### config.mk
export PLATFORM = sky130hd
export DESIGN_NAME = pms_power_mode_sequencer
export DESIGN_NICKNAME = d
export VERILOG_FILES = /design/src/hw/pms_pkg.sv /design/src/hw/pms_power_mode_sequencer.sv
export SDC_FILE = /design/constraint.sdc
export NUM_CORES = 1
export LEC_CHECK = 0
export BUFFER_PORTS_ARGS = -buffer_cell sky130_fd_sc_hd__buf_2
export CORE_MARGIN = 4
export CORE_UTILIZATION = 45
export CTS_CLUSTER_DIAMETER = 120
export DETAILED_ROUTE_END_ITERATION = 16
export PLACE_DENSITY = 0.86
export SLEW_MARGIN = 40
export SYNTH_ARGS = -nofsm -noshare
export SYNTH_HDL_FRONTEND = slang
export SYNTH_SLANG_ARGS = --single-unit
### constraint.sdc
create_clock -name aclk -period 4.1 [get_ports aclk]
set_input_delay 0.82 -clock aclk [delete_from_list [all_inputs] [get_ports aclk]]
set_output_delay 0.82 -clock aclk [all_outputs]
set_load 0.02 [all_outputs]
### src/hw/pms_pkg.sv
// constants, register map and mode encoding for the power mode sequencer
package pms_pkg;
  localparam int PMS_PORT_N = 8;
  localparam int PMS_IRQ_N = 8;
  localparam int PMS_AW = 8;

  localparam logic [7:0] PMS_OFS_CLK_MODE = 8'h00;
  localparam logic [7:0] PMS_OFS_PWR_CTRL = 8'h04;
  localparam logic [7:0] PMS_OFS_SUBCLK = 8'h08;
  localparam logic [7:0] PMS_OFS_WAKE_EN = 8'h0C;
  localparam logic [7:0] PMS_OFS_STATUS = 8'h10;

  localparam int PMS_CM_DIV_LO = 5;
  localparam int PMS_CM_SLOW_RDY = 3;
  localparam int PMS_CM_FAST_RDY = 2;
  localparam int PMS_CM_IDLE = 1;
  localparam int PMS_CM_FAST_SEL = 0;
  localparam int PMS_PC_KEEP = 7;
  localparam int PMS_PC_SUBF = 3;
  localparam int PMS_ST_HALTED = 0;
  localparam int PMS_ST_EXPIRY = 1;
  localparam int PMS_ST_SLOW = 2;
  localparam int PMS_ST_MODE_LO = 4;

  localparam logic [2:0] PMS_DIV_RST = 3'h0;
  localparam logic PMS_IDLE_RST = 1'b1;
  localparam logic PMS_FAST_SEL_RST = 1'b1;
  localparam logic PMS_KEEP_RST = 1'b0;
  localparam logic [2:0] PMS_PC_LOW_RST = 3'h0;
  localparam logic [7:0] PMS_WAKE_EN_RST = 8'h00;
  // arbitrary values standing for the two defined sub clock codes
  localparam logic [6:0] PMS_SUBC_CODE_A = 7'h55;
  localparam logic [6:0] PMS_SUBC_CODE_B = 7'h2A;
  localparam logic [6:0] PMS_SUBC_RST = PMS_SUBC_CODE_A;

  localparam logic [1:0] PMS_RESP_OKAY = 2'h0;
  localparam logic [1:0] PMS_RESP_SLVERR = 2'h2;

  typedef enum logic [2:0] {
    PMS_RUN,
    PMS_FULL_STOP,
    PMS_STOP_SLOW,
    PMS_IDLE_OFF,
    PMS_IDLE_ON
  } pms_mode_e;
endpackage

### src/hw/pms_power_mode_sequencer.sv
// power mode sequencer: run modes, halt modes, wake-up and control registers
//
// The address map and register access over AXI4-Lite are this design's own decisions.
`timescale 1ns/1ns

// Operation
// idle without sysclk: cpu, sysclk stop; timebase, slow run
// idle with sysclk: cpu stops, all clocks run
// undefined subclock code sets fault; software-zero clears
// power control bits 6..4 read zero
// fast select 0, divider 000/001 gives slow mode
// fast select 1 or divider 010..111 returns fast
// software polls fast stable before trusting fast clock
// on slow sysclk the fast oscillator stops
// slow switch completes once slow oscillator stable
// full stop: sysclk, watchdog, timebase off, watchdog cleared
// stop keeping slow clock for enabled watchdog/undervolt
// low-power entry keeps memory, registers, ports unchanged
// halt sets halted flag, clears watchdog expiry flag
// halt clears watchdog; counts on only if enabled
// wake on port A fall, interrupt, watchdog overflow
// sleeping watchdog overflow sets expiry, resets pc/sp
// halted cleared by reset or clear-watchdog; set by halt
// port A wake only where enabled; resume after halt
// disabled irq or full stack: resume, irq stays pending
// enabled irq with free stack: normal interrupt response
// irq already pending at halt cannot wake
// divider codes: slow, slow, fast/64 down to fast/2
// fast stable low after reset, full stop, idle-off
// mode chosen from settings sampled at halt
module pms_power_mode_sequencer
  import pms_pkg::*;
(
  input wire logic aclk,
  input wire logic aresetn,
  input wire logic [PMS_AW-1:0] s_axi_awaddr,
  input wire logic [2:0] s_axi_awprot,
  input wire logic s_axi_awvalid,
  output logic s_axi_awready,
  input wire logic [31:0] s_axi_wdata,
  input wire logic [3:0] s_axi_wstrb,
  input wire logic s_axi_wvalid,
  output logic s_axi_wready,
  output logic [1:0] s_axi_bresp,
  output logic s_axi_bvalid,
  input wire logic s_axi_bready,
  input wire logic [PMS_AW-1:0] s_axi_araddr,
  input wire logic [2:0] s_axi_arprot,
  input wire logic s_axi_arvalid,
  output logic s_axi_arready,
  output logic [31:0] s_axi_rdata,
  output logic [1:0] s_axi_rresp,
  output logic s_axi_rvalid,
  input wire logic s_axi_rready,
  input wire logic halt_exec,
  input wire logic clr_wdt_exec,
  input wire logic wdt_enable,
  input wire logic undervolt_enable,
  input wire logic wdt_overflow,
  input wire logic fast_osc_ready,
  input wire logic slow_osc_ready,
  input wire logic [PMS_PORT_N-1:0] port_a_in,
  input wire logic [PMS_IRQ_N-1:0] irq_req,
  input wire logic [PMS_IRQ_N-1:0] irq_enable,
  input wire logic stack_full,
  output logic cpu_run,
  output logic state_hold,
  output logic sysclk_en,
  output logic sysclk_slow,
  output logic [2:0] sysclk_div_exp,
  output logic fast_osc_en,
  output logic slow_clk_en,
  output logic timebase_clk_en,
  output logic wdt_clk_en,
  output logic wdt_run,
  output logic wdt_clear,
  output logic wake_resume,
  output logic [PMS_IRQ_N-1:0] irq_service,
  output logic pc_sp_reset
);

  // slow clock picked by divider codes 000 and 001
  function automatic logic is_slow_sel(input logic fsel, input logic [2:0] div);
    is_slow_sel = !fsel && (div[2:1] == 2'b00);
  endfunction

  // power of two divide: 0 means undivided fast clock
  function automatic logic [2:0] div_exp(input logic fsel, input logic [2:0] div);
    if (fsel || div[2:1] == 2'b00) begin
      div_exp = 3'h0;
    end else begin
      div_exp = 3'h0 - div;
    end
  endfunction
  logic aw_held_reg;
  logic w_held_reg;
  logic [PMS_AW-1:0] aw_addr_reg;
  logic [7:0] w_byte_reg;
  logic w_lane_reg;
  logic bvalid_reg;
  logic [1:0] bresp_reg;
  logic rvalid_reg;
  logic [31:0] rdata_reg;
  logic [1:0] rresp_reg;
  logic wr_fire;
  logic wr_mapped;
  logic wr_cm;
  logic wr_pc;
  logic wr_sc;
  logic wr_we;
  logic [2:0] div_sel_reg;
  logic idle_on_halt_reg;
  logic fast_sel_reg;
  logic keep_sysclk_reg;
  logic subf_reg;
  logic [2:0] pc_low_reg;
  logic [6:0] subc_code_reg;
  logic [PMS_PORT_N-1:0] wake_en_reg;
  pms_mode_e mode_reg;
  pms_mode_e halt_target;
  logic run_slow_reg;
  logic wdt_keep_reg;
  logic halted_reg;
  logic expiry_reg;
  logic [PMS_PORT_N-1:0] pa_prev_reg;
  logic [PMS_IRQ_N-1:0] irq_blocked_reg;
  logic [2:0] div_out_reg;
  logic wdt_clear_reg;
  logic resume_reg;
  logic [PMS_IRQ_N-1:0] irq_service_reg;
  logic pc_sp_reset_reg;
  logic halt_ok;
  logic target_slow;
  logic fast_stable;
  logic subc_valid;
  logic [PMS_PORT_N-1:0] pa_fall;
  logic [PMS_IRQ_N-1:0] irq_wake;
  logic [PMS_IRQ_N-1:0] irq_serve;
  logic wake;
  // write path: address and data taken in either order, one at a time
  assign s_axi_awready = !aw_held_reg && !bvalid_reg;
  assign s_axi_wready = !w_held_reg && !bvalid_reg;
  assign wr_fire = aw_held_reg && w_held_reg && !bvalid_reg;
  assign wr_mapped = (aw_addr_reg == PMS_OFS_CLK_MODE) || (aw_addr_reg == PMS_OFS_PWR_CTRL)
    || (aw_addr_reg == PMS_OFS_SUBCLK) || (aw_addr_reg == PMS_OFS_WAKE_EN)
    || (aw_addr_reg == PMS_OFS_STATUS);
  assign wr_cm = wr_fire && w_lane_reg && (aw_addr_reg == PMS_OFS_CLK_MODE);
  assign wr_pc = wr_fire && w_lane_reg && (aw_addr_reg == PMS_OFS_PWR_CTRL);
  assign wr_sc = wr_fire && w_lane_reg && (aw_addr_reg == PMS_OFS_SUBCLK);
  assign wr_we = wr_fire && w_lane_reg && (aw_addr_reg == PMS_OFS_WAKE_EN);

  always_ff @(posedge aclk) begin
    if (!aresetn) begin
      aw_held_reg <= 1'b0;
      aw_addr_reg <= '0;
    end else if (s_axi_awvalid && s_axi_awready) begin
      aw_held_reg <= 1'b1;
      aw_addr_reg <= {s_axi_awaddr[PMS_AW-1:2], 2'b00};
    end else if (wr_fire) begin
      aw_held_reg <= 1'b0;
    end
  end

  always_ff @(posedge aclk) begin
    if (!aresetn) begin
      w_held_reg <= 1'b0;
      w_byte_reg <= 8'h00;
      w_lane_reg <= 1'b0;
    end else if (s_axi_wvalid && s_axi_wready) begin
      w_held_reg <= 1'b1;
      w_byte_reg <= s_axi_wdata[7:0];
      w_lane_reg <= s_axi_wstrb[0];
    end else if (wr_fire) begin
      w_held_reg <= 1'b0;
    end
  end

  always_ff @(posedge aclk) begin
    if (!aresetn) begin
      bvalid_reg <= 1'b0;
      bresp_reg <= PMS_RESP_OKAY;
    end else if (wr_fire) begin
      bvalid_reg <= 1'b1;
      bresp_reg <= wr_mapped ? PMS_RESP_OKAY : PMS_RESP_SLVERR;
    end else if (s_axi_bready) begin
      bvalid_reg <= 1'b0;
    end
  end
  assign s_axi_bvalid = bvalid_reg;
  assign s_axi_bresp = bresp_reg;
  // read path: one word answered the cycle after the address is taken
  assign s_axi_arready = !rvalid_reg;
  always_ff @(posedge aclk) begin
    if (!aresetn) begin
      rvalid_reg <= 1'b0;
      rdata_reg <= 32'h0;
      rresp_reg <= PMS_RESP_OKAY;
    end else if (s_axi_arvalid && s_axi_arready) begin
      rvalid_reg <= 1'b1;
      rresp_reg <= PMS_RESP_OKAY;
      unique case ({s_axi_araddr[PMS_AW-1:2], 2'b00})
        PMS_OFS_CLK_MODE: rdata_reg <= {24'h0, div_sel_reg, 1'b0, slow_osc_ready,
                                        fast_stable, idle_on_halt_reg, fast_sel_reg};
        PMS_OFS_PWR_CTRL: rdata_reg <= {24'h0, keep_sysclk_reg, 3'h0,
                                        subf_reg, pc_low_reg};
        PMS_OFS_SUBCLK: rdata_reg <= {25'h0, subc_code_reg};
        PMS_OFS_WAKE_EN: rdata_reg <= {24'h0, wake_en_reg};
        PMS_OFS_STATUS: rdata_reg <= {25'h0, mode_reg, 1'b0, run_slow_reg,
                                      expiry_reg, halted_reg};
        default: begin
          rdata_reg <= 32'h0;
          rresp_reg <= PMS_RESP_SLVERR;
        end
      endcase
    end else if (s_axi_rready) begin
      rvalid_reg <= 1'b0;
    end
  end
  assign s_axi_rvalid = rvalid_reg;
  assign s_axi_rdata = rdata_reg;
  assign s_axi_rresp = rresp_reg;
  // clock mode register
  always_ff @(posedge aclk) begin
    if (!aresetn) begin
      div_sel_reg <= PMS_DIV_RST;
      idle_on_halt_reg <= PMS_IDLE_RST;
      fast_sel_reg <= PMS_FAST_SEL_RST;
    end else if (wr_cm) begin
      div_sel_reg <= w_byte_reg[7:PMS_CM_DIV_LO];
      idle_on_halt_reg <= w_byte_reg[PMS_CM_IDLE];
      fast_sel_reg <= w_byte_reg[PMS_CM_FAST_SEL];
    end
  end

  // power control: keep-sysclk bit and the plain flag bits
  always_ff @(posedge aclk) begin
    if (!aresetn) begin
      keep_sysclk_reg <= PMS_KEEP_RST;
      pc_low_reg <= PMS_PC_LOW_RST;
    end else if (wr_pc) begin
      keep_sysclk_reg <= w_byte_reg[PMS_PC_KEEP];
      pc_low_reg <= w_byte_reg[2:0];
    end
  end
  assign subc_valid = (subc_code_reg == PMS_SUBC_CODE_A) || (subc_code_reg == PMS_SUBC_CODE_B);
  // hardware set beats a same-cycle software clear; writing 1 does nothing
  always_ff @(posedge aclk) begin
    if (!aresetn) begin
      subf_reg <= 1'b0;
    end else if (!subc_valid) begin
      subf_reg <= 1'b1;
    end else if (wr_pc && !w_byte_reg[PMS_PC_SUBF]) begin
      subf_reg <= 1'b0;
    end
  end

  always_ff @(posedge aclk) begin
    if (!aresetn) begin
      subc_code_reg <= PMS_SUBC_RST;
      wake_en_reg <= PMS_WAKE_EN_RST;
    end else begin
      if (wr_sc) begin
        subc_code_reg <= w_byte_reg[6:0];
      end
      if (wr_we) begin
        wake_en_reg <= w_byte_reg;
      end
    end
  end

  // halt mode choice from the settings live at the halt
  assign halt_ok = halt_exec && (mode_reg == PMS_RUN);
  always_comb begin
    if (idle_on_halt_reg) begin
      halt_target = keep_sysclk_reg ? PMS_IDLE_ON : PMS_IDLE_OFF;
    end else if (wdt_enable || undervolt_enable) begin
      halt_target = PMS_STOP_SLOW;
    end else begin
      halt_target = PMS_FULL_STOP;
    end
  end

  // wake sources; irqs pending at halt are blocked until the next halt
  assign pa_fall = pa_prev_reg & ~port_a_in & wake_en_reg;
  assign irq_wake = irq_req & ~irq_blocked_reg;
  assign irq_serve = irq_wake & irq_enable;
  assign wake = (mode_reg != PMS_RUN) && ((|pa_fall) || (|irq_wake) || wdt_overflow);
  always_ff @(posedge aclk) begin
    if (!aresetn) begin
      pa_prev_reg <= '0;
      irq_blocked_reg <= '0;
    end else begin
      pa_prev_reg <= port_a_in;
      if (halt_ok) begin
        irq_blocked_reg <= irq_req;
      end
    end
  end

  always_ff @(posedge aclk) begin
    if (!aresetn) begin
      mode_reg <= PMS_RUN;
      wdt_keep_reg <= 1'b0;
    end else if (halt_ok) begin
      mode_reg <= halt_target;
      wdt_keep_reg <= wdt_enable;
    end else if (wake) begin
      mode_reg <= PMS_RUN;
    end
  end

  // run clock: switch only once the new source is stable
  assign target_slow = is_slow_sel(fast_sel_reg, div_sel_reg);
  // fast oscillator off while running slow and in the off modes
  assign fast_osc_en = ((mode_reg == PMS_RUN) || (mode_reg == PMS_IDLE_ON))
    && !(run_slow_reg && target_slow);
  assign fast_stable = fast_osc_en && fast_osc_ready;
  always_ff @(posedge aclk) begin
    if (!aresetn) begin
      run_slow_reg <= 1'b0;
    end else if (mode_reg == PMS_RUN) begin
      if (target_slow && slow_osc_ready) begin
        run_slow_reg <= 1'b1;
      end else if (!target_slow && fast_stable) begin
        run_slow_reg <= 1'b0;
      end
    end
  end

  always_ff @(posedge aclk) begin
    if (!aresetn) begin
      div_out_reg <= 3'h0;
    end else begin
      div_out_reg <= run_slow_reg ? 3'h0 : div_exp(fast_sel_reg, div_sel_reg);
    end
  end

  // status flags; an overflow beats the clear done by a halt
  always_ff @(posedge aclk) begin
    if (!aresetn) begin
      halted_reg <= 1'b0;
    end else if (halt_ok) begin
      halted_reg <= 1'b1;
    end else if (clr_wdt_exec) begin
      halted_reg <= 1'b0;
    end
  end

  always_ff @(posedge aclk) begin
    if (!aresetn) begin
      expiry_reg <= 1'b0;
    end else if (wdt_overflow) begin
      expiry_reg <= 1'b1;
    end else if (halt_ok) begin
      expiry_reg <= 1'b0;
    end
  end
  // one-cycle halt and wake answers to the core
  always_ff @(posedge aclk) begin
    if (!aresetn) begin
      wdt_clear_reg <= 1'b0;
      resume_reg <= 1'b0;
      irq_service_reg <= '0;
      pc_sp_reset_reg <= 1'b0;
    end else begin
      wdt_clear_reg <= halt_ok;
      resume_reg <= 1'b0;
      irq_service_reg <= '0;
      pc_sp_reset_reg <= 1'b0;
      if (wake) begin
        if (wdt_overflow) begin
          pc_sp_reset_reg <= 1'b1;
        end else if ((|irq_wake) && (|irq_serve) && !stack_full) begin
          irq_service_reg <= irq_serve;
        end else begin
          // irq flag left untouched so it is serviced later
          resume_reg <= 1'b1;
        end
      end
    end
  end

  assign cpu_run = (mode_reg == PMS_RUN);
  // core freezes memory, registers and ports while this is high
  assign state_hold = (mode_reg != PMS_RUN);
  assign sysclk_en = (mode_reg == PMS_RUN) || (mode_reg == PMS_IDLE_ON);
  assign sysclk_slow = run_slow_reg;
  assign sysclk_div_exp = div_out_reg;
  assign slow_clk_en = (mode_reg != PMS_FULL_STOP);
  assign timebase_clk_en = (mode_reg == PMS_RUN) || (mode_reg == PMS_IDLE_OFF)
    || (mode_reg == PMS_IDLE_ON);
  assign wdt_run = (mode_reg == PMS_RUN) ? wdt_enable
    : ((mode_reg != PMS_FULL_STOP) && wdt_keep_reg);
  assign wdt_clk_en = wdt_run;
  assign wdt_clear = wdt_clear_reg;
  assign wake_resume = resume_reg;
  assign irq_service = irq_service_reg;
  assign pc_sp_reset = pc_sp_reset_reg;
endmodule

### After elaboration in Yosys (flattened, before gate mapping)

Cells that the tools add are included.
Widths: inputs -> output; s select.

* flip-flop bits (word level): 117
* latch bits: 0
* bits in writable memories: 0
* bits in read-only memories: 0
* output and inout port bits: 64
* logic and storage cells: 147
* memories kept: 0

* $add $sub $neg: 1
* multipliers: 0
* divide/modulo/power cells: 0
* order comparisons: 0
* eq/ne operators: 14
* shifts and indexed selects: 0
* multiplexer cells: 26
* bitwise operators: 9
* reduce and logical (&&, ||, !) cells: 67

Operator list (number)
* $pmux 8 s5: 1
* $and 8x8->8: 4
* $eq 6x2->1 const B: 4
* $logic_and 1x1->1: 24
* $reduce_or 8->1: 3
* $mux 1: 18
* $not 8->8: 2
* $reduce_bool 2->1: 8
* $eq 6x1->1 const B: 2
* $eq 6x3->1 const B: 2
* $logic_or 1x1->1: 12
* $mux 3: 4
* $logic_not 1->1: 9
* $logic_not 8->1: 1
* $eq 7x6->1 const B: 1
* $eq 7x7->1 const B: 1
* $logic_not 6->1: 1
* $mux 2: 3
* $reduce_or 3->1: 2
* $reduce_or 5->1: 1
* $reduce_and 2->1: 2
* $reduce_or 4->1: 1
* $eq 3x2->1 const B: 1
* $eq 3x3->1 const B: 1
* other kinds (7): 9

### Logic depth before layout (Yosys ltp)

* depth after elaboration: 9
* mapped depth: 7

### Worst setup path after synthesis

OpenSTA, ideal clock, no wires.

* kind: in2out
* from: input wdt_enable
* to: output wdt_run
* arrival time: 1.981 ns
* slack: 1.299 ns
* stages on the path: 3
* cell sequence: inv_1 o41ai_1 buf_4

* cells in the longest elaborated chain, start to end: 1

RTL lines
* from (decl): line pms_power_mode_sequencer.sv:57 `input wire logic wdt_enable,`
* $mux 1: line pms_power_mode_sequencer.sv:392 `assign wdt_run = (mode_reg == PMS_RUN) ? wdt_enable`
* to (decl): line pms_power_mode_sequencer.sv:75 `output logic wdt_run,`

Every way passes these cells.

### Final worst setup path

* from: input wdt_enable
* to: output wdt_clk_en

* cells in the longest elaborated chain, start to end: 1

RTL lines
* $mux 1: line pms_power_mode_sequencer.sv:392
* to (decl): line pms_power_mode_sequencer.sv:74 `output logic wdt_clk_en,`

Every way passes these cells.

==> results_dict.tcl <==
set metrics [dict create \
    status "finished clean" \
    cp_max_fo 3 \
    cts_max_level 3 \
    ant_nets 0 \
    synth_ff_type "dfxtp_1" \
    max-slew-margin-rel_pct 49.21 \
    start_util_pct 46.92 \
    ys_warn_count 0 \
    grt_max_degree 94 \
    final-setup-viol-count 0 \
    rsz0062_at_grt "no" \
    wl_per_cell_um 14.20 \
    clock_latency_ps 360 \
    synth_top_area_share_pct 44.09 \
    max_stage_delay_ps 340 \
    tns_ps 0 \
    final.period_utilization_pct 57.22 \
    gp_congestion 0.8770 \
    reg2reg_depth 5 \
    dr.pass1.iters 5 \
    crit_arrival_ps 1530 \
    via_per_inst 5.200 \
    fp-row-count 34 \
    min_path_cells 2 \
    synth_cell_type_count 52 \
    drc 0 \
    cts_made_buffers 9 \
    die_area_um2 10780 \
    ys_seq_elements 91 \
    dp_cells 648 \
    stdcell_count 664 \
    p_leak_nw 2.092 \
    ys_async_sr_fraction_pct 0 \
    slowest_stage "o41ai_1" \
    drive_gt1_share_pct 23.92 \
    die_x_um 103.8 \
    io_pins 161 \
    cp-start-kind "primary input" \
    dr.first_iter.drc_count 222 \
    clkSinkCount 91 \
    max_freq_ghz 0.4263 \
    netlist_top_cells_area "dfxtp_1, nand2_1, mux2i_1" \
    ir_worst_vdd_v 0.0002520 \
    hpwl_um 7119 \
    yosysMostFrequentCell "dfxtp_1" \
    num_antenna_cells 0 \
    cp-startpoint "wdt_enable" \
    finalHoldViolCount 0 \
    yosysSeqAreaShare_pct 44.09 \
    synth_area_um2 4131 \
    syn_area_per_cell_um2 8.828 \
    wl_um 9431 \
    grt-ovfl-total 0 \
    required_ps 3280 \
    tritoncts "built" \
    cts_resized 0 \
    cts-root-buf "clkbuf_8" \
    synthTopCellsByCount "dfxtp_1, nand2_1, buf_4" \
    post-route-min-period_ps 2346 \
    max_slew.worst_pin.slew_ps 761.9 \
    num-nets-final 649 \
    antenna_found_initial 0 \
    hold_path_class "flop to flop" \
    dr_total_vias 3453 \
    drv_cap 0 \
    die_y_um 103.8 \
    cp-end-kind "primary output" \
    yosys.area.top_type "dfxtp_1" \
    slew_violations 0 \
    critPathKind "primary input to primary output" \
    timing.rr.start "s_axi_bvalid$_SDFFE_PN0P_" \
    synth_edf_count 0 \
    core_um2 8806 \
    power_per_cell_area_nw_per_um2 383.7 \
    path_clk_slew_ps 90 \
    skew_ps 8.529 \
    grt_pass1_vias 3184 \
    postCtsHoldBufs 0 \
    cp_cell_sequence "buf_2 -> inv_1 -> o41ai_1 -> buf_2" \
    path_common_cell "buf_2" \
    track_usage_pct 17.21 \
    worstHoldStart "irq_blocked_reg[6]$_SDFFE_PN0P_" \
    syn2layout_area_growth_pct 14.99 \
    syn_inst 468 \
    post-cts-setup-buffers 0 \
    hold-worst-slack_ps 465.1 \
    portBuffers 97 \
    grt_pass1_wl_um 15390 \
    clock_path_buffers 2 \
]
[area by class of cell]
class	count	area, um^2
Timing Repair Buffer	98	493.0
Inverter	15	56.30
Clock buffer	9	123.9
Fill cell	804	4055
Clock inverter	7	98.84
Tap cell	108	135.1
Multi-Input combinational cell	336	2022
Sequential cell	91	1822
[cells by family (layout without fill, tap and decap cells)]
kind of cell	after synthesis	after routing	share of synthesized area [%]
AOI/OAI and AO/OA	79	79	12.66
adders and majority gates	1	1	0.3028
buffers and inverters	66	129	9.237
DFF	91	91	44.09
muxes	29	29	7.420
other	1	26	0.09077
and+or+nand+nor	201	201	26.20
[per-stage QoR]
stage	total power [mW]	worst slack (ps)	cell area (um^2)	utilization (%)
2_1_floorplan	1.119	1299	4225	-
4_1_cts	1.838	1743	4751	53.95
3_5_place_dp	1.168	1743	4528	51.42
6_report	1.823	1754	4751	53.95
5_1_grt	1.904	1578	4751	53.95
3_3_place_gp	1.161	1748	4528	51.42
[power breakdown]
part | leakage, nW | internal (mW) | switching (mW)
clock network | 0.110 | 0.348 | 0.327
logic | 1.24 | 0.0812 | 0.130
registers | 0.742 | 0.913 | 0.0244
total | 2.09 | 1.34 | 0.481
[cell usage in the layout, fill, tap and decap left out, types with 3 or more instances in the layout]
| master | count |
|---|---|
| conb_1 | 26 |
| nand4_1 | 7 |
| nor3_1 | 5 |
| and2_1 | 13 |
| nand2b_1 | 9 |
| clkbuf_8 | 9 |
| inv_1 | 14 |
| nor2_1 | 14 |
| dfxtp_1 | 91 |
| nand2_1 | 71 |
| a22oi_1 | 7 |
| nor2b_1 | 21 |
| a21oi_1 | 5 |
| buf_2 | 97 |
| a21boi_1 | 7 |
| o21ai_0 | 24 |
| a31oi_1 | 3 |
| mux2i_1 | 25 |
| a21boi_0 | 17 |
| nand3_1 | 15 |
| nor2_2 | 8 |
| and3_1 | 5 |
| mux2_2 | 3 |
| o22ai_1 | 4 |
| nand3b_1 | 17 |
[final timing paths]
check | slack (ps) | to
setup / recovery | 1750 | wdt_clk_en
hold / removal | 470 | irq_blocked_reg[6]$_SDFFE_PN0P_
setup reg to reg | 2250 | subc_code_reg[6]$_SDFFE_PN1P_
hold reg to reg | 470 | irq_blocked_reg[6]$_SDFFE_PN0P_
[layer usage]
layer | GRT usage (%) | wire [um] | vias up
met5 | 0 | 0 | -
met4 | 4.843 | 160 | 0
met3 | 5.037 | 706 | 19
met2 | 29.34 | 4604 | 152
met1 | 21.11 | 3960 | 1573
li1 | - | - | 1709
[worst max-delay path: cells and delay by family]
| kind | cells | cell delay (ps) |
|---|---|---|
| AOI/OAI and AO/OA | 1 | 340 |
| buffers and inverters | 3 | 370 |
Power figures use the tool's default switching activity.
